File: src/tshc_pkg.sv
// tshc_pkg: constants and types for the touch sensing host control block
// assumes a single 100 MHz clock and a host that polls the state port
//
// Behaviour
// [RL1] host reaches core through register-style command ports
// [RL2] some settings writable only while core stopped
// [RL3] valid start/stop/reset codes change run state
// [RL4] state output follows command after fixed delay
// [RL5] start locks run-time write-locked host settings
// [RL6] start also locks the local RAM
// [RL7] stop or reset removes both locks
// [RL8] lock drops only once state shows stopped; code also drops it once state shows reset after a reset command
// [RL9] core sets host flags, host reads them
// [RL10] host reads and writes the shared mailbox
// [RL11] 10-bit converter feeds 16-bit accumulator
// [RL12] state machine sequences sampling and accumulation
// [RL13] single or free-running conversion mode
// [RL14] gain up to 32, averaging up to 64
// [RL15] prescaler divides 4 MHz by 1,2,4,8
// [RL16] mutual or self sensing mode selectable
// [RL17] programmable sampling delay, changeable per cycle
// [RL18] channel change inserts settling delay
// [RL19] enabled controller routes integrator to converter
// [RL20] undefined command code changes nothing
package tshc_pkg;
   localparam logic [1:0] CMD_START = 2'h1;
   localparam logic [1:0] CMD_STOP = 2'h2;
   localparam logic [1:0] CMD_RESET = 2'h3;
   localparam logic [1:0] RUN_RESET = 2'h0;
   localparam logic [1:0] RUN_STOPPED = 2'h1;
   localparam logic [1:0] RUN_RUNNING = 2'h2;
   localparam logic [3:0] STATE_DELAY = 4'h8;
   localparam int CLK_MHZ = 100;
   localparam int SRC_MHZ = 4;
   localparam logic [4:0] SRC_DIV = 5'(CLK_MHZ / SRC_MHZ);
   localparam int MBOX_DEPTH = 8;
   localparam int ADC_BITS = 10;
   localparam int ACC_BITS = 16;
   localparam logic [7:0] CFG_RESET = 8'h00;
   localparam logic [2:0] AVG_MAX = 3'h6;
   typedef enum logic [2:0] {
      SEQ_IDLE = 3'b000,
      SEQ_SETTLE = 3'b001,
      SEQ_DELAY = 3'b010,
      SEQ_CONV = 3'b011,
      SEQ_ACC = 3'b100
   } tshc_seq_t;
endpackage : tshc_pkg

File: src/tshc_top.sv
// tshc_top: host command/lock logic, mailbox, flags and touch sequencer
// assumes host ports and converter are synchronous to mclk
`timescale 1ns/1ps
`default_nettype none
module tshc_top (
   // clock and reset
   input wire logic mclk,
   input wire logic resetn,
   // host command and state
   input wire logic cmdWr,
   input wire logic [1:0] cmdCode,
   output logic [1:0] runState,
   output logic locked,
   // locked configuration write
   input wire logic cfgWr,
   input wire logic [7:0] cfgData,
   output logic [7:0] cfgValue,
   // local RAM host port
   input wire logic ramWr,
   input wire logic [2:0] ramAddr,
   input wire logic [15:0] ramWdata,
   output logic [15:0] ramRdata,
   // mailbox host port
   input wire logic mboxWr,
   input wire logic [2:0] mboxAddr,
   input wire logic [15:0] mboxWdata,
   output logic [15:0] mboxRdata,
   // host flags
   input wire logic [3:0] flagSet,
   input wire logic [3:0] flagClr,
   output logic [3:0] hostFlags,
   // touch controller controls
   input wire logic ctrlEnable,
   input wire logic convStart,
   input wire logic freeRun,
   input wire logic [2:0] gainSel,
   input wire logic [2:0] avgSel,
   input wire logic [1:0] prescSel,
   input wire logic mutualMode,
   input wire logic [7:0] sampleDelay,
   input wire logic [3:0] chanSel,
   input wire logic [7:0] chanDelay,
   // converter side
   input wire logic [9:0] adcCode,
   input wire logic adcDone,
   output logic adcStart,
   output logic adcClk,
   output logic integToAdc,
   output logic senseMutual,
   // results
   output logic [15:0] accResult,
   output logic resultValid
);
   import tshc_pkg::*;

   typedef struct packed {
      logic [1:0] runState;
      logic [1:0] pendState;
      logic [3:0] stDelay;
      logic locked;
      logic [7:0] cfg;
      logic [15:0] ramRd;
      logic [15:0] mboxRd;
      logic [3:0] flags;
      logic [4:0] srcCnt;
      logic [2:0] divCnt;
      logic adcClk;
      tshc_seq_t seq;
      logic [7:0] waitCnt;
      logic [3:0] lastChan;
      logic [6:0] avgCnt;
      logic [15:0] acc;
      logic [15:0] result;
      logic valid;
      logic adcStart;
   } tshc_state_t;

   tshc_state_t s_r;
   tshc_state_t s_nxt;
   logic [15:0] ram_r [MBOX_DEPTH];
   logic [15:0] mbox_r [MBOX_DEPTH];
   logic [6:0] avgTarget;
   logic [15:0] gained;
   logic srcTick;

   assign avgTarget = 7'(1) << ((avgSel > AVG_MAX) ? AVG_MAX : avgSel); // [RL14]
   assign gained = 16'(adcCode) << ((gainSel > 3'h5) ? 3'h5 : gainSel); // [RL14] [RL11]
   assign srcTick = (s_r.srcCnt == SRC_DIV - 5'h1);

   always_comb begin
      s_nxt = s_r;
      s_nxt.adcStart = 1'b0;
      s_nxt.valid = 1'b0;
      // command handling: delayed state update
      if (cmdWr && (cmdCode == CMD_START || cmdCode == CMD_STOP || cmdCode == CMD_RESET)) begin
         s_nxt.pendState = (cmdCode == CMD_START) ? RUN_RUNNING :
            (cmdCode == CMD_STOP) ? RUN_STOPPED : RUN_RESET; // [RL3] [RL20]
         s_nxt.stDelay = STATE_DELAY;
         if (cmdCode == CMD_START) begin
            s_nxt.locked = 1'b1; // [RL5] [RL6]
         end
      end else if (s_r.stDelay != 4'h0) begin
         s_nxt.stDelay = s_r.stDelay - 4'h1;
         if (s_r.stDelay == 4'h1) begin
            s_nxt.runState = s_r.pendState; // [RL4]
            if (s_r.pendState != RUN_RUNNING) begin
               s_nxt.locked = 1'b0; // [RL7] [RL8]
            end
         end
      end
      if (cfgWr && !s_r.locked) begin
         s_nxt.cfg = cfgData; // [RL2] [RL5]
      end
      s_nxt.ramRd = s_r.locked ? 16'h0000 : ram_r[ramAddr]; // [RL6]
      s_nxt.mboxRd = mbox_r[mboxAddr]; // [RL10]
      s_nxt.flags = (s_r.flags & ~flagClr) | flagSet; // [RL9]
      // prescaler: 4 MHz tick then divide by 1,2,4,8
      s_nxt.srcCnt = srcTick ? 5'h00 : s_r.srcCnt + 5'h01;
      if (srcTick) begin
         s_nxt.divCnt = s_r.divCnt + 3'h1;
      end
      s_nxt.adcClk = (prescSel == 2'h0) ? (s_r.srcCnt < (SRC_DIV >> 1)) :
         s_r.divCnt[prescSel - 2'h1]; // [RL15]
      // sampling sequencer
      unique case (s_r.seq)
         SEQ_IDLE: begin
            if (ctrlEnable && (convStart || freeRun)) begin // [RL13]
               s_nxt.acc = 16'h0000;
               s_nxt.avgCnt = 7'h00;
               s_nxt.waitCnt = (chanSel != s_r.lastChan) ? chanDelay : 8'h00;
               s_nxt.lastChan = chanSel;
               s_nxt.seq = SEQ_SETTLE; // [RL12] [RL18]
            end
         end
         SEQ_SETTLE: begin
            if (s_r.waitCnt == 8'h00) begin
               s_nxt.waitCnt = sampleDelay; // [RL17]
               s_nxt.seq = SEQ_DELAY;
            end else if (srcTick) begin
               s_nxt.waitCnt = s_r.waitCnt - 8'h01; // [RL18]
            end
         end
         SEQ_DELAY: begin
            if (s_r.waitCnt == 8'h00) begin
               s_nxt.adcStart = 1'b1;
               s_nxt.seq = SEQ_CONV;
            end else if (srcTick) begin
               s_nxt.waitCnt = s_r.waitCnt - 8'h01; // [RL17]
            end
         end
         SEQ_CONV: begin
            if (adcDone) begin
               s_nxt.acc = s_r.acc + gained; // [RL11]
               s_nxt.avgCnt = s_r.avgCnt + 7'h01;
               s_nxt.seq = SEQ_ACC;
            end
         end
         SEQ_ACC: begin
            if (s_r.avgCnt >= avgTarget) begin
               s_nxt.result = s_r.acc;
               s_nxt.valid = 1'b1;
               // free-run restarts from idle, single mode waits for convStart
               s_nxt.seq = SEQ_IDLE; // [RL13]
            end else begin
               s_nxt.waitCnt = sampleDelay; // [RL17]
               s_nxt.seq = SEQ_DELAY;
            end
         end
         default: s_nxt.seq = SEQ_IDLE;
      endcase
      if (!ctrlEnable) begin
         s_nxt.seq = SEQ_IDLE;
      end
   end

   always_ff @(posedge mclk) begin
      if (!resetn) begin
         s_r <= '0;
         s_r.runState <= RUN_RESET;
         s_r.pendState <= RUN_RESET;
         s_r.cfg <= CFG_RESET;
         s_r.seq <= SEQ_IDLE;
      end else begin
         s_r <= s_nxt;
      end
   end

   always_ff @(posedge mclk) begin
      if (ramWr && !s_r.locked) begin
         ram_r[ramAddr] <= ramWdata; // [RL6]
      end
      if (mboxWr) begin
         mbox_r[mboxAddr] <= mboxWdata; // [RL10]
      end
   end

   assign runState = s_r.runState; // [RL1]
   assign locked = s_r.locked;
   assign cfgValue = s_r.cfg;
   assign ramRdata = s_r.ramRd;
   assign mboxRdata = s_r.mboxRd;
   assign hostFlags = s_r.flags;
   assign adcStart = s_r.adcStart;
   assign adcClk = s_r.adcClk;
   assign integToAdc = ctrlEnable; // [RL19]
   assign senseMutual = mutualMode; // [RL16]
   assign accResult = s_r.result;
   assign resultValid = s_r.valid;

   property p_start_locks;
      @(posedge mclk) disable iff (!resetn)
      (cmdWr && cmdCode == CMD_START) |=> locked;
   endproperty
   a_start_locks: assert property (p_start_locks) else $error("start did not lock"); // [RL5]

   property p_state_delay;
      @(posedge mclk) disable iff (!resetn)
      (cmdWr && cmdCode == CMD_STOP) ##1 !cmdWr [*8] |=> runState == RUN_STOPPED;
   endproperty
   a_state_delay: assert property (p_state_delay) else $error("state not updated"); // [RL4]

   property p_lock_hold;
      @(posedge mclk) disable iff (!resetn)
      (locked && runState == RUN_RUNNING && s_r.stDelay == 4'h0 &&
         !(cmdWr && cmdCode != CMD_START)) |=> locked;
   endproperty
   a_lock_hold: assert property (p_lock_hold) else $error("lock dropped early"); // [RL8]

   property p_cfg_blocked;
      @(posedge mclk) disable iff (!resetn)
      locked |=> $stable(cfgValue);
   endproperty
   a_cfg_blocked: assert property (p_cfg_blocked) else $error("locked cfg changed"); // [RL2]

   property p_bad_cmd;
      @(posedge mclk) disable iff (!resetn)
      (cmdWr && cmdCode == 2'h0 && s_r.stDelay == 4'h0) |=> $stable(runState) && $stable(locked);
   endproperty
   a_bad_cmd: assert property (p_bad_cmd) else $error("bad code acted"); // [RL20]

   property p_ram_read_locked;
      @(posedge mclk) disable iff (!resetn)
      locked |=> ramRdata == 16'h0000;
   endproperty
   a_ram_read_locked: assert property (p_ram_read_locked) else $error("ram visible"); // [RL6]

   property p_flag_set;
      @(posedge mclk) disable iff (!resetn)
      flagSet[0] |=> hostFlags[0];
   endproperty
   a_flag_set: assert property (p_flag_set) else $error("flag lost"); // [RL9]

   property p_route;
      @(posedge mclk) disable iff (!resetn)
      ctrlEnable |-> integToAdc;
   endproperty
   a_route: assert property (p_route) else $error("integrator not routed"); // [RL19]

   property p_unlock;
      @(posedge mclk) disable iff (!resetn)
      ($changed(runState) && runState != RUN_RUNNING) |-> !locked;
   endproperty
   a_unlock: assert property (p_unlock) else $error("lock not released"); // [RL7]

   property p_cmd_pending;
      @(posedge mclk) disable iff (!resetn)
      (cmdWr && cmdCode != 2'h0) |=> s_r.stDelay == STATE_DELAY;
   endproperty
   a_cmd_pending: assert property (p_cmd_pending) else $error("delay not armed"); // [RL4]

   property p_stop_keeps_lock;
      @(posedge mclk) disable iff (!resetn)
      (cmdWr && cmdCode == CMD_STOP && locked) |=> locked;
   endproperty
   a_stop_keeps_lock: assert property (p_stop_keeps_lock) else $error("lock dropped at write"); // [RL8]

   property p_cfg_free;
      @(posedge mclk) disable iff (!resetn)
      (cfgWr && !locked) |=> cfgValue == $past(cfgData);
   endproperty
   a_cfg_free: assert property (p_cfg_free) else $error("cfg write lost"); // [RL2]

   property p_mbox_read;
      @(posedge mclk) disable iff (!resetn)
      mboxWr ##1 (!mboxWr && $stable(mboxAddr)) |=> mboxRdata == $past(mboxWdata, 2);
   endproperty
   a_mbox_read: assert property (p_mbox_read) else $error("mailbox readback wrong"); // [RL10]

   property p_flag_clr;
      @(posedge mclk) disable iff (!resetn)
      (hostFlags[3] && flagClr[3] && !flagSet[3]) |=> !hostFlags[3];
   endproperty
   a_flag_clr: assert property (p_flag_clr) else $error("flag not cleared"); // [RL9]

   property p_adc_start_pulse;
      @(posedge mclk) disable iff (!resetn)
      adcStart |=> !adcStart;
   endproperty
   a_adc_start_pulse: assert property (p_adc_start_pulse) else $error("start too long"); // [RL12]

   property p_valid_pulse;
      @(posedge mclk) disable iff (!resetn)
      resultValid |=> !resultValid;
   endproperty
   a_valid_pulse: assert property (p_valid_pulse) else $error("valid too long"); // [RL12]

   property p_seq_disable;
      @(posedge mclk) disable iff (!resetn)
      !ctrlEnable |=> s_r.seq == SEQ_IDLE;
   endproperty
   a_seq_disable: assert property (p_seq_disable) else $error("sequencer ran disabled"); // [RL12]

   property p_acc_on_done;
      @(posedge mclk) disable iff (!resetn)
      (s_r.seq == SEQ_CONV && adcDone && ctrlEnable) |=> s_r.acc == $past(s_r.acc) + $past(gained);
   endproperty
   a_acc_on_done: assert property (p_acc_on_done) else $error("sample not added"); // [RL11]

   property p_settle;
      @(posedge mclk) disable iff (!resetn)
      (s_r.seq == SEQ_IDLE && ctrlEnable && convStart && chanSel != s_r.lastChan)
         |=> s_r.waitCnt == $past(chanDelay);
   endproperty
   a_settle: assert property (p_settle) else $error("settle delay not loaded"); // [RL18]

   property p_sample_delay;
      @(posedge mclk) disable iff (!resetn)
      (s_r.seq == SEQ_SETTLE && s_r.waitCnt == 8'h00 && ctrlEnable)
         |=> s_r.waitCnt == $past(sampleDelay);
   endproperty
   a_sample_delay: assert property (p_sample_delay) else $error("sample delay not loaded"); // [RL17]

   property p_route_off;
      @(posedge mclk) disable iff (!resetn)
      !ctrlEnable |-> !integToAdc;
   endproperty
   a_route_off: assert property (p_route_off) else $error("integrator routed while off"); // [RL19]
endmodule : tshc_top
`default_nettype wire

File: config.mk
export PLATFORM = sky130hd
export DESIGN_NAME = tshc_top
export DESIGN_NICKNAME = d
export VERILOG_FILES = /design/src/tshc_pkg.sv /design/src/tshc_top.sv
export SDC_FILE = /design/constraint.sdc
export NUM_CORES = 1
export LEC_CHECK = 0
export ABC_AREA = 1
export BUFFER_PORTS_ARGS = -buffer_cell sky130_fd_sc_hd__buf_2
export CAP_MARGIN = 20
export CORE_MARGIN = 2
export CORE_UTILIZATION = 38
export DETAILED_ROUTE_END_ITERATION = 6
export MAX_ROUTING_LAYER = met4
export PLACE_DENSITY = 0.63
export SLEW_MARGIN = 10
export SYNTH_ARGS = -nofsm -noshare
export SYNTH_HDL_FRONTEND = slang
export SYNTH_SLANG_ARGS = --single-unit
export TNS_END_PERCENT = 20
File: constraint.sdc
create_clock -name mclk -period 3.1 [get_ports mclk]
set_clock_uncertainty 0.05 [all_clocks]
set_input_delay 0.465 -clock mclk [delete_from_list [all_inputs] [get_ports mclk]]
set_output_delay 0.465 -clock mclk [all_outputs]
set_load 0.02 [all_outputs]
Yosys cells after proc, flatten, opt, wreduce, memory -nomap -nowiden --
Memory sizes are Yosys's and may differ from the RTL's. A register that Yosys moved wholly into a read port is not among the register bits. Cells that the tools add are included.
Storage, ports and cells: register bits 86, RAM bits 256, input port bits 105, output and inout port bits 68, word-level logic and storage cells 120, memories 2
Memory list:
- mbox_r | words 8, bits a word 16, read ports 1, clocked after memory_dff 1, write ports 1, line tshc_top.sv:81 | logic [15:0] mbox_r [MBOX_DEPTH];
- ram_r | words 8, bits a word 16, read ports 1, clocked after memory_dff 1, write ports 1, line tshc_top.sv:80 | logic [15:0] ram_r [MBOX_DEPTH];
Cells by class: add/subtract/negate cells 7, order comparisons 5, equal/unequal tests 18, shifts and indexed selects 2, multiplexer cells 32, bitwise gates (word level) 5, reduce and logical (&&, ||, !) cells 31
Operators with widths (count):
- 23-bit case mux with 2 select lines | 1
- 8-bit 2-to-1 mux | 5
- 38-bit 2-to-1 mux | 1
- 8-bit case mux with 4 select lines | 1
- 23-bit 2-to-1 mux | 1
- 16-bit adder | 1
- 10-bit by 3-bit << shifter with 16-bit output | 1
- 3-bit 2-to-1 mux | 5
- 3-bit case mux with 5 select lines | 1
- 2-bit inequality test, second input constant | 7
- 1-bit 2-to-1 mux | 12
- 4-bit AND reduction | 3
- 5-bit 2-to-1 mux | 2
- 2-bit AND reduction | 5
- 8-bit zero test | 1
- 2-bit nonzero test | 4
- 4-bit nonzero test | 2
- 8-bit by 1-bit subtractor with 8-bit output, second input constant | 1
- 7-bit by 1-bit adder with 7-bit output, second input constant | 1
- 7-bit greater-or-equal comparator | 1
- 1-bit by 3-bit << shifter with 7-bit output, first input constant | 1
- 3-bit by 2-bit equality test with 1-bit output, second input constant | 2
- 3-bit greater-than comparator, second input constant | 2
- 3-bit AND reduction | 2
- 26 further kinds | 37

Depth between registers and ports, before layout --
Gate-level depths: netlist of run 1.
depth after elaboration 6, depth in mapped cells 20, gate-level depth less buffers 20

Worst setup path after synthesis of run 1 --
Ideal clock, no wire load.
path type input -> register, start in gainSel[1], end reg s_r[33] (netlist bit), setup time 0.070 ns, data arrival time 2.330 ns, data required time 2.980 ns, setup slack 0.650 ns, cell stages on the path 17, path buffers 1, cell sequence nand2_1 nand2_1 buf_4 nor2_1 a21oi_1 o21ai_0 o21ai_0 ha_1 nand2_1 inv_1 a21oi_1 nor2_1 nor2_1 nand2_1 nand2_1 nand2_1 a21oi_1
On the way: cells in the longest elaborated chain, start to end 6
Ends and longest elaborated chain:
- from (decl) | line tshc_top.sv:36 | input wire logic [2:0] gainSel,
- 3-bit greater-than comparator | line tshc_top.sv:87 | assign gained = 16'(adcCode) << ((gainSel > 3'h5) ? 3'h5 : gainSel);
- 3-bit 2-to-1 mux * | line tshc_top.sv:87
- 10-bit by 3-bit << shifter with 16-bit output * | line tshc_top.sv:87
- 16-bit adder * | line tshc_top.sv:153 | s_nxt.acc = s_r.acc + gained;
- 23-bit 2-to-1 mux * | line tshc_top.sv:152 | if (adcDone) begin
- 23-bit case mux with 2 select lines * | line tshc_top.sv:125 | unique case (s_r.seq)
- to (signal assigned) | line tshc_top.sv:184 | s_r <= s_nxt;
- to (decl) | line tshc_top.sv:78 | tshc_state_t s_r;
Mark *: on every way between the ends. The rest lies on a longest branch, timed or not. The select of a mux whose other input is x is not followed. A chain may end at the register's enable or synchronous reset.

Worst setup path in the final report of run 1 --
start in gainSel[1], end reg s_r[31] (netlist bit)
The elaborated chain is that of the path after synthesis.

==> run_results.csv, run 1 <==
group,metric,value,unit
clock_network,cts-root-buf,"clkbuf_16",
critical_path,path_buf_inv,3,
floorplan,die_h,212,um
sta,fmax,403,MHz
floorplan,initial_core_util,0.383,
sta,tns,0,ns
pwr,total_leakage_power,7.68,nW
synth,synth_nets,1824,
route,via_count,11900,
global_route,grt_antenna_before_repair,3,
sta,tightest_slew,0.784,ns
global_route,grt_pass1_wl,60100,um
route,vias_per_cell,4.94,
global_route,grt_overflow,0,
synth,ys_seq_area_frac,0.614,
finish,final_cell_area,0.0190,mm2
clock_network,post-cts-setup-buffer-count,0,
run,drv_cap,0,
critical_path,cp.arrival,2.92,ns
clock_network,cts_htree_levels,2,
global_route,grt_usage,0.176,
clock_network,path_clk_slew,0.06,ns
clock_network,ctsLongestPathBuffers,3,
finish,area_growth,15.7,%
clock_network,numCtsBuffers,41,
synth,ys_ff_latch,374,
route,totalWireLength,37900,um
route,final_antenna_net_count,0,
critical_path,worstPathRequired,3.54,ns
route,route.met2.wl,18200,um
global_route,grt_pass1_vias,11500,
critical_path,path_delay_family,"simple AND/OR/NAND/NOR gates",
floorplan,die-area,0.0448,mm2
synth,synthCells,1683,
critical_path,crit_path_start_kind,"primary input",
critical_path,setup.worst_path.class,"primary input to flip-flop",
clock_network,insertion_delay,0.56,ns
floorplan,io_pins,173,
route,wl_per_cell,15.7,um
sta,timing.final.max_slew_violations,0,
critical_path,worst_path_most_repeated_cell,"nand2_1",
route,wl_met3,2240,um
pwr,vdd_drop_max,478,uV
critical_path,critPathCaptureType,"flip-flop",
placement,io_buffers,170,
sta,min_period,2.48,ns
synth,yosys.area.top_type_share,0.469,
route,route.detailed.drc,0,
critical_path,cp_slowest_cell,"ha_1",
critical_path,worstPathCellList,"buf_2, nand2_1, nand2_1, buf_4, a21oi_1, nor2_1, a211oi_1, ha_1, nand2_1, inv_1, nand2_1, nand2_1, a21oi_1, nand2_1, nand2_1, nand3_1, a21oi_1",
synth,ys_warn_count,0,
synth,postSynthAreaPerCell,9.73,um2
route,firstDrtPassIters,5,
clock_network,cts_hold_buf,0,
placement,place_congestion,0.915,
critical_path,critPathMaxStageDelay,0.33,ns
global_route,grt_max_degree,65,
hold_path,min_path_type,"primary input to flip-flop",
route,highest_layer,"met4",
route,first_iter_violations,823,
pwr,powerDensity,601,mW/mm2
sta,rsz0062_at_grt,"false",
sta,fin_crit_sh,0.800,
floorplan,die-width,212,um
sta,finalSetupViolations,0,
synth,synth_top_cell_by_area,"edfxtp_1",
sta,maxSlewHeadroom,0.476,
route,met1_length,16700,um
finish,drive_gt1_frac,0.169,
critical_path,critPathMaxFanout,13,
clock_network,cts-resized-gates,0,
clock_network,cts_tree,"done",
placement,postPlaceCellArea,0.0176,mm2
synth,synth_area_leaders,"edfxtp_1, dfxtp_1, nor2_1, o21ai_0, nand2_1",
sta,hold_viol,0,
finish,nets,1972,
floorplan,rows,76,
floorplan,design.core.area,0.0428,mm2
placement,dpl.hpwl,25600,um
synth,synth_area,0.0164,mm2
finish,finish.utilization,0.443,
status,status,"finished, final reports clean",
clock_network,cts.sinks,374,
synth,ys_types,45,
[final cells by class]
type                       count  area (um2)
timing repair buffer         223        1250
inverter                     131         494
clock inverter                16         190
clock buffer                  59        1170
sequential                   374       10000
multi-input combinational   1060        5100
tap                          546         683
fill                        4038       23800
antenna                        3        7.51
[per-stage QoR]
step / setup slack (ns) / instances / hold WS (ns) / power [mW]
finish: 0.619 / 2412 / 0.0669 / 11.4
global route: 0.357 / 2412 / 0.0425 / 11.9
CTS: 0.703 / 2409 / 0.0241 / 11.5
detailed placement: 0.107 / 2334 / 0.411 / 6.62
global placement: 0.220 / 2334 / 0.396 / 6.59
floorplan: 0.650 / 1683 / 0.380 / 6.32
[worst register-to-register path: cells and delay by family (launching register included)]
kind	cells	cell delay, ns
AO/OA/AOI/OAI	1	0.16
adder cells (fa/ha/maj)	1	0.29
buffers and inverters	2	0.53
flip-flops	1	0.42
AND/OR/NAND/NOR	6	0.69
[Yosys cell counts (all sizes together)]
master  number
nand3b       4
buf         87
or2          2
clkbuf      31
o21a         1
xnor2        1
fa           1
nand3       62
nor3        10
inv        125
nand4        4
a21o         1
nor3b        2
a211oi       6
mux2i        1
nand2      216
xor2         7
dfxtp      118
o21ai      190
a21oi       57
ha          35
o221ai       1
clkinv       6
nor2       419
o31ai        1
edfxtp     256
o21bai       1
o211ai       2
o22ai        4
a41oi       32
[layer usage]
metal | up-vias | track usage
met5 | - | -
met4 | 0 | 0.0525
met3 | 67 | 0.0369
met2 | 318 | 0.287
met1 | 5604 | 0.220
li1 | 5924 | -
[kinds of logic (layout without fill, tap and decap cells)]
logic type                 count (synthesis)  count (layout)  share of synthesized area
AOI/OAI and AO/OA                        296             296                      0.101
muxes                                      1               1                   0.000611
adders and majority gates                 36              36                     0.0280
DFF                                      374             374                      0.614
and+or+nand+nor                          719             719                      0.177
xor gates and xnor gates                   8               8                    0.00428
buffers and inverters                    249             429                     0.0748
other                                      0               3                          0
[layout by cell type, fill, tap and decap left out, types with 32 or more instances in the layout]
cell type	n
a21oi_1	57
a41oi_1	32
buf_2	170
buf_4	53
clkbuf_16	42
dfxtp_1	118
edfxtp_1	256
ha_1	35
inv_1	117
nand2_1	208
nand3_1	61
nor2_1	411
o21ai_0	185
[report_power, final]
group	total (mW)	leakage, nW	switching [mW]	internal, mW
sequential	5.56	3.29	0.0588	5.50
clock	4.89	0.660	1.98	2.91
combinational	0.949	3.72	0.641	0.308
total	11.4	7.68	2.68	8.72
[worst paths after layout]
check | depth (start not counted) | end | from | slack, ns
max reg2reg | 10 | accResult[4]$_SDFFE_PN0P_ | s_r[36]$_SDFFE_PN0P_ | 0.87
min reg2reg | 1 | s_r[60]$_SDFF_PP0_ | s_r[60]$_SDFF_PP0_ | 0.42
min | 3 | hostFlags[1]$_SDFF_PN0_ | flagSet[1] | 0.07
max | 17 | s_r[31]$_SDFFE_PN0P_ | gainSel[1] | 0.62
[state kept, by name (all words and copies together) (netlist names)]
name,cells
locked,1
runState,2
mbox_r,128
adcClk,1
mboxRdata,16
hostFlags,4
accResult,16
s_r,52
resultValid,1
ramRdata,16
cfgValue,8
adcStart,1
ram_r,128
No activity file was read; power rests on OpenSTA's default activity.
==> run 2: changes to the inputs <==
--- a/config.mk
+++ b/config.mk
@@ -5,7 +5,7 @@
 export SDC_FILE = /design/constraint.sdc
 export NUM_CORES = 1
 export LEC_CHECK = 0
-export ABC_AREA = 1
+export ABC_AREA = 0
 export BUFFER_PORTS_ARGS = -buffer_cell sky130_fd_sc_hd__buf_2
 export CAP_MARGIN = 20
 export CORE_MARGIN = 2
==> constraint.sdc (replaced) <==
create_clock -name mclk -period 2.5 [get_ports mclk]
set_clock_uncertainty 0.05 [all_clocks]
set_input_delay 0.375 -clock mclk [delete_from_list [all_inputs] [get_ports mclk]]
set_output_delay 0.375 -clock mclk [all_outputs]
set_load 0.02 [all_outputs]
==> run 2 against run 1 <==
Net effect:
- the run now ends with setup timing left
- via count down 19%
- register-to-register slack worse by 0.83 ns
- synthesized cell count down 33%
- setup slack worse by 0.68 ns
- final cell count down 20%
- clock power up 21%
- cell area up 2.7%
- count of clock-buffer cells in the layout down 4
- global-route usage down 1.3 points
- critical endpoint is now s_r[30]$_SDFFE_PN0P_
- largest power group unchanged
==> run_results.csv, run 2 <==
group,metric,value,unit
finish,drive_gt1_frac,0.336,
sta,fmax,391,MHz
synth,ys_seq_area_frac,0.631,
synth,synth-edff-count,256,
synth,postSynthAreaPerCell,14.1,um2
clock_network,path_clk_slew,0.07,ns
clock_network,cts_tree,"done",
critical_path,critPathCaptureType,"flip-flop",
critical_path,cp.arrival,2.94,ns
synth,synth_area_leaders,"edfxtp_1, dfxtp_1, mux4_2, mux2i_1, nor2_1",
global_route,grt_antenna_before_repair,5,
route,via_count,9669,
synth,synth_top_family_by_area,"multiplexers",
global_route,grt_max_degree,38,
pwr,total_power,14.3,mW
route,firstDrtPassIters,7,
run,drv_cap,0,
placement,dpl.hpwl,23300,um
synth,synth_most_common_cell,"edfxtp_1",
route,totalWireLength,34400,um
sta,fin_hold_ws,0.0388,ns
synth,synthFlopType,"edfxtp_1",
pwr,vdd_drop_max,585,uV
clock_network,insertion_delay,0.55,ns
clock_network,cts.sinks,374,
sta,hold_viol,0,
synth,ys_warn_count,0,
floorplan,die-area,0.0436,mm2
placement,io_buffers,170,
sta,min_period,2.56,ns
critical_path,r2r_setup_slack,0.04,ns
route,final_antenna_net_count,0,
synth,synth_area,0.0159,mm2
finish,top_regs,"mbox_r: 128 flops, ram_r: 128 flops, s_r: 52 flops",
clock_network,cts-root-buf,"clkbuf_16",
synth,synth_simple_gate_area_frac,0.0794,
floorplan,die-width,209,um
placement,place_congestion,0.823,
global_route,grt_overflow,0,
pwr,total_leakage_power,7.56,nW
finish,layout_commonest_cell,"edfxtp_1",
floorplan,io_pins,173,
critical_path,setup.worst_path.class,"primary input to flip-flop",
synth,synth_compound_area_frac,0.0533,
critical_path,rr_endpoint,"s_r[51]$_SDFFE_PN0P_",
synth,synth_nets,1273,
sta,tightest_slew,0.706,ns
hold_path,min_path_type,"primary input to flip-flop",
sta,timing.final.max_slew_violations,0,
critical_path,worstReg2RegStart,"s_r[48]$_SDFFE_PN0P_",
global_route,grt_pass1_wl,53700,um
synth,synthCells,1132,
route,route.detailed.drc,0,
finish,final_cell_area,0.0195,mm2
clock_network,ctsLongestPathBuffers,3,
clock_network,cts_htree_levels,2,
synth,synth_top_cell_by_area,"edfxtp_1",
sta,timing.final.ws_setup,-0.0582,ns
floorplan,initial_core_util,0.382,
floorplan,die_h,209,um
status,violations,"setup timing",
critical_path,crit_path_start_kind,"primary input",
hold_path,holdPathStages,3,
synth,synth_xor_area_frac,0.0159,
finish,nets,1503,
floorplan,design.core.area,0.0417,mm2
hold_path,hp-start,"chanSel[3]",
route,wl_per_cell,17.8,um
pwr,powerDensity,733,mW/mm2
status,status,"complete, but fails checks",
sta,maxSlewHeadroom,0.528,
synth,synth_mux_area_frac,0.140,
floorplan,rows,75,
synth,synthAdderAreaFrac,0.0287,
synth,synthArstFlopShare,0,
placement,place_ws,-0.654,ns
sta,finalSetupViolations,3,
critical_path,critPathMaxFanout,5,
route,first_iter_violations,502,
synth,yosys.area.top_type_share,0.483,
global_route,grt_pass1_vias,9807,
finish,mostFrequentLayoutCells,"edfxtp_1, buf_2, nor2_1, dfxtp_1, buf_4",
synth,ys_types,60,
global_route,grt_usage,0.163,
synth,synth_commonest_cells,"edfxtp_1, nor2_1, dfxtp_1",
synth,ys_ff_latch,374,
hold_path,holdPathEnd,"s_r[44]$_SDFFE_PN0P_",
finish,area_growth,22.2,%
critical_path,worstPathRequired,2.88,ns
sta,fin_crit_sh,1.02,
critical_path,reg2reg_depth,7,
sta,rsz0062_at_grt,"true",
finish,n_fill_cell,3683,
placement,postPlaceCellArea,0.0178,mm2
clock_network,numCtsBuffers,40,
route,vias_per_cell,4.99,
## run 2: kinds of logic (layout without fill, tap and decap cells)
family | after synthesis | after routing
multiplexers | 143 | 143
XOR/XNOR | 29 | 29
flip-flops | 374 | 374
buffers and inverters | 138 | 400
AO/OA/AOI/OAI | 132 | 132
AND/OR/NAND/NOR | 280 | 280
other | 0 | 5
adder cells (fa/ha/maj) | 36 | 36
## run 2: worst max-delay path, stage by stage
cell and delay, ns:
buf_8 0.10, a21oi_4 0.26, buf_6 0.16, mux2i_4 0.24, buf_6 0.12, mux2i_1 0.05
nor2_1 0.13, a21oi_2 0.05, ha_1 0.32, buf_6 0.13, a21o_1 0.19, a2111oi_4 0.42
o21bai_1 0.14, xnor2_1 0.16, o21ai_1 0.08
## run 2: routing by layer
layer / global-route usage / up-vias / wire length (um)
met3: 0.0353 / 57 / 1740
met2: 0.262 / 211 / 16700
met5: - / - / 0
met1: 0.207 / 4758 / 15100
met4: 0.0500 / 0 / 820
li1: - / 4643 / -
## run 2: layout make-up
type                    instances  area, um2  area share
flip-flops and latches        374      10000       0.516
multi-input cells             620       5310       0.273
repair buffers                305       2000       0.103
clock buffers                  55       1120      0.0575
well taps                     539        674      0.0347
clock inverters                19        220      0.0113
inverters                      21       78.8     0.00405
diodes                          5       12.5    0.000643
## run 2: where the power goes
group	internal, mW	switching [mW]	leakage [nW]
clock network	3.48	2.43	0.648
logic	0.675	0.770	3.63
registers	6.82	0.0809	3.29
total	11.0	3.28	7.56
## run 2: worst max path at each step
stage / from / slack (ns) / to
2_1_floorplan: gainSel[2] / -0.42 / s_r[29]$_SDFFE_PN0P_
3_3_place_gp: gainSel[2] / -0.59 / s_r[32]$_SDFFE_PN0P_
3_5_place_dp: gainSel[2] / -0.65 / s_r[30]$_SDFFE_PN0P_
4_1_cts: gainSel[2] / -0.01 / s_r[30]$_SDFFE_PN0P_
5_1_grt: gainSel[1] / -0.21 / s_r[30]$_SDFFE_PN0P_
6_report: gainSel[1] / -0.06 / s_r[30]$_SDFFE_PN0P_
## run 2: through the flow
| step | std cells | utilization | setup TNS (ns) |
|---|---|---|---|
| final | 1938 | 0.467 | -0.0974 |
| after global placement | 1843 | 0.426 | -8.16 |
| after global routing | 1938 | 0.467 | -0.936 |
| after detailed placement | 1843 | 0.426 | -9.19 |
| after CTS | 1928 | 0.461 | -0.0199 |
| after floorplan | 1132 | - | -29.71 |
## run 2: timing repair
item,CTS,global route
hold buffers,11,0
pin swaps,1,17
resized for setup,2,42
setup buffers,0,5
endpoints found under the setup margin,9,14
endpoints found under the hold margin,11,0
==> run 3: changes to the inputs <==
--- a/config.mk
+++ b/config.mk
@@ -8,7 +8,7 @@
 export ABC_AREA = 0
 export BUFFER_PORTS_ARGS = -buffer_cell sky130_fd_sc_hd__buf_2
 export CAP_MARGIN = 20
-export CORE_MARGIN = 2
+export CORE_MARGIN = 1
 export CORE_UTILIZATION = 38
 export DETAILED_ROUTE_END_ITERATION = 6
 export MAX_ROUTING_LAYER = met4
==> run 3 against run 2 <==
Net effect:
- the run ends with DRC, setup timing left
- die area down 1.9%
- hold slack worse by 0.019 ns
- register-to-register slack better by 0.04 ns
- maximum frequency down 0.44%
- core utilization up 0.64 points
- via count down 0.30%
- setup slack worse by 0.011 ns
- critical path depth unchanged
- final cell count down 0.26%
- cell area about the same
- critical path type unchanged
==> run_results.csv, run 3 (same netlist as run 2, synthesis figures left out) <==
group,metric,value,unit
placement,dp.cells,1843,
sta,min_period,2.57,ns
sta,finalSetupViolations,1,
sta,timing.final.max_slew_violations,0,
route,wl_per_cell,17.5,um
global_route,grt_pass1_wl,52600,um
sta,fin_hold_ws,0.0194,ns
route,totalWireLength,33900,um
critical_path,path_buf_inv,3,
global_route,grt_antenna_before_repair,2,
sta,tightest_slew,0.926,ns
route,first_iter_violations,542,
pwr,total_leakage_power,7.59,nW
critical_path,crit_path_start_kind,"primary input",
sta,timing.final.ws_setup,-0.0695,ns
critical_path,cp-startpoint,"gainSel[1]",
sta,maxSlewHeadroom,0.381,
placement,io_buffers,170,
critical_path,setup.worst_path.class,"primary input to flip-flop",
finish,stdcell_count,1933,
floorplan,io_pins,173,
status,violations,"DRC, setup timing",
sta,tns,-0.0695,ns
route,vias_per_cell,4.99,
global_route,grt_pass1_vias,9740,
critical_path,worstReg2RegStart,"s_r[48]$_SDFFE_PN0P_",
status,status,"complete, but fails checks",
sta,fin_crit_sh,1.03,
route,via_count,9640,
finish,nets,1507,
clock_network,insertion_delay,0.55,ns
finish,area_growth,22.2,%
critical_path,worstPathCellList,"buf_8, a21oi_4, mux2i_2, buf_4, mux2i_1, nor2_1, a21oi_2, buf_4, ha_4, a21oi_2, o211ai_1, a2111oi_4, o21bai_1, xnor2_1, o21ai_1",
placement,dpl.hpwl,22900,um
global_route,grt_max_degree,30,
global_route,grt_usage,0.165,
route,firstDrtPassIters,6,
clock_network,numCtsBuffers,40,
finish,layout_commonest_cell,"edfxtp_1",
critical_path,r2r_setup_slack,0.08,ns
floorplan,die_h,207,um
floorplan,design.core.area,0.0411,mm2
critical_path,rr_endpoint,"s_r[48]$_SDFFE_PN0P_",
route,route.detailed.drc,24,
floorplan,initial_core_util,0.387,
hold_path,hp-start,"cfgData[0]",
finish,top_regs,"mbox_r: 128 flops, ram_r: 128 flops, s_r: 52 flops",
placement,place_ws,-0.679,ns
finish,drive_gt1_frac,0.337,
route,final_antenna_net_count,0,
run,drv_cap,0,
clock_network,cts.sinks,374,
floorplan,rows,74,
clock_network,ctsLongestPathBuffers,3,
hold_path,holdPathEnd,"cfgValue[0]$_SDFFE_PN0P_",
hold_path,min_path_type,"primary input to flip-flop",
critical_path,cp_slowest_cell,"a2111oi_4",
critical_path,reg2reg_depth,6,
hold_path,holdPathStages,3,
finish,mostFrequentLayoutCells,"edfxtp_1, buf_2, nor2_1, buf_4, dfxtp_1",
sta,rsz0062_at_grt,"true",
critical_path,worstPathRequired,2.88,ns
critical_path,cp.arrival,2.95,ns
pwr,powerDensity,745,mW/mm2
placement,place_congestion,0.878,
critical_path,critPathMaxFanout,6,
sta,fmax,389,MHz
critical_path,critPathMaxStageDelay,0.45,ns
critical_path,critPathCaptureType,"flip-flop",
clock_network,cts_htree_levels,2,
floorplan,die-width,207,um
pwr,vdd_drop_max,677,uV
global_route,grt_overflow,0,
critical_path,path_delay_family,"compound AO/OA/AOI/OAI gates",
sta,hold_viol,0,
clock_network,cts_tree,"done",
clock_network,cts-root-buf,"clkbuf_16",
floorplan,die-area,0.0427,mm2
clock_network,path_clk_slew,0.06,ns
==> run 3: worst reg2reg max path: stages, from the launching register on <==
cell,delay [ns]
dfxtp_1,0.31
or4_4,0.54
or4b_4,0.60
a21oi_4,0.26
nor3_1,0.08
a221o_1,0.26
a32o_1,0.20
==> run 3: power breakdown <==
part	leakage, nW	internal [mW]	switching [mW]
sequential	3.29	6.82	0.0893
clock	0.684	3.74	2.43
combinational	3.62	0.668	0.762
==> run 3: area by class of cell <==
class / instances / area, um2
fillers: 3613 / 21600
flip-flops and latches: 374 / 10000
multi-input cells: 621 / 5300
repair buffers: 308 / 1970
clock buffers: 57 / 1150
well taps: 532 / 666
clock inverters: 17 / 248
inverters: 21 / 78.8
diodes: 3 / 7.51
==> run 3: worst max path at each step <==
stage | to | cells past startpoint
after global routing | s_r[30]$_SDFFE_PN0P_ | 15
after global placement | s_r[30]$_SDFFE_PN0P_ | 14
after floorplan | s_r[29]$_SDFFE_PN0P_ | 13
after detailed placement | s_r[30]$_SDFFE_PN0P_ | 14
after CTS | s_r[30]$_SDFFE_PN0P_ | 12
final | s_r[30]$_SDFFE_PN0P_ | 15
==> run 3: metal layers <==
layer | up-vias | part of all wire | track usage
met5 | - | 0 | -
met4 | 0 | 0.018 | 0.0443
met3 | 50 | 0.048 | 0.0345
met2 | 184 | 0.49 | 0.270
met1 | 4767 | 0.44 | 0.208
li1 | 4639 | - | -
==> run 3: through the flow <==
stage / power, mW / utilization / cell area (um2)
2_1_floorplan: 7.95 / - / 16000
3_3_place_gp: 8.39 / 0.432 / 17800
3_5_place_dp: 8.42 / 0.432 / 17800
4_1_cts: 14.6 / 0.469 / 19300
5_1_grt: 15.1 / 0.473 / 19500
6_report: 14.5 / 0.473 / 19500
==> run 3: timing repair <==
action,in CTS,in global routing
setup buffers,0,4
hold buffers,8,0
gates resized for setup,3,32
endpoints found under the hold margin,8,0
pin swaps,1,11
cloned,1,0
endpoints found under the setup margin,10,16
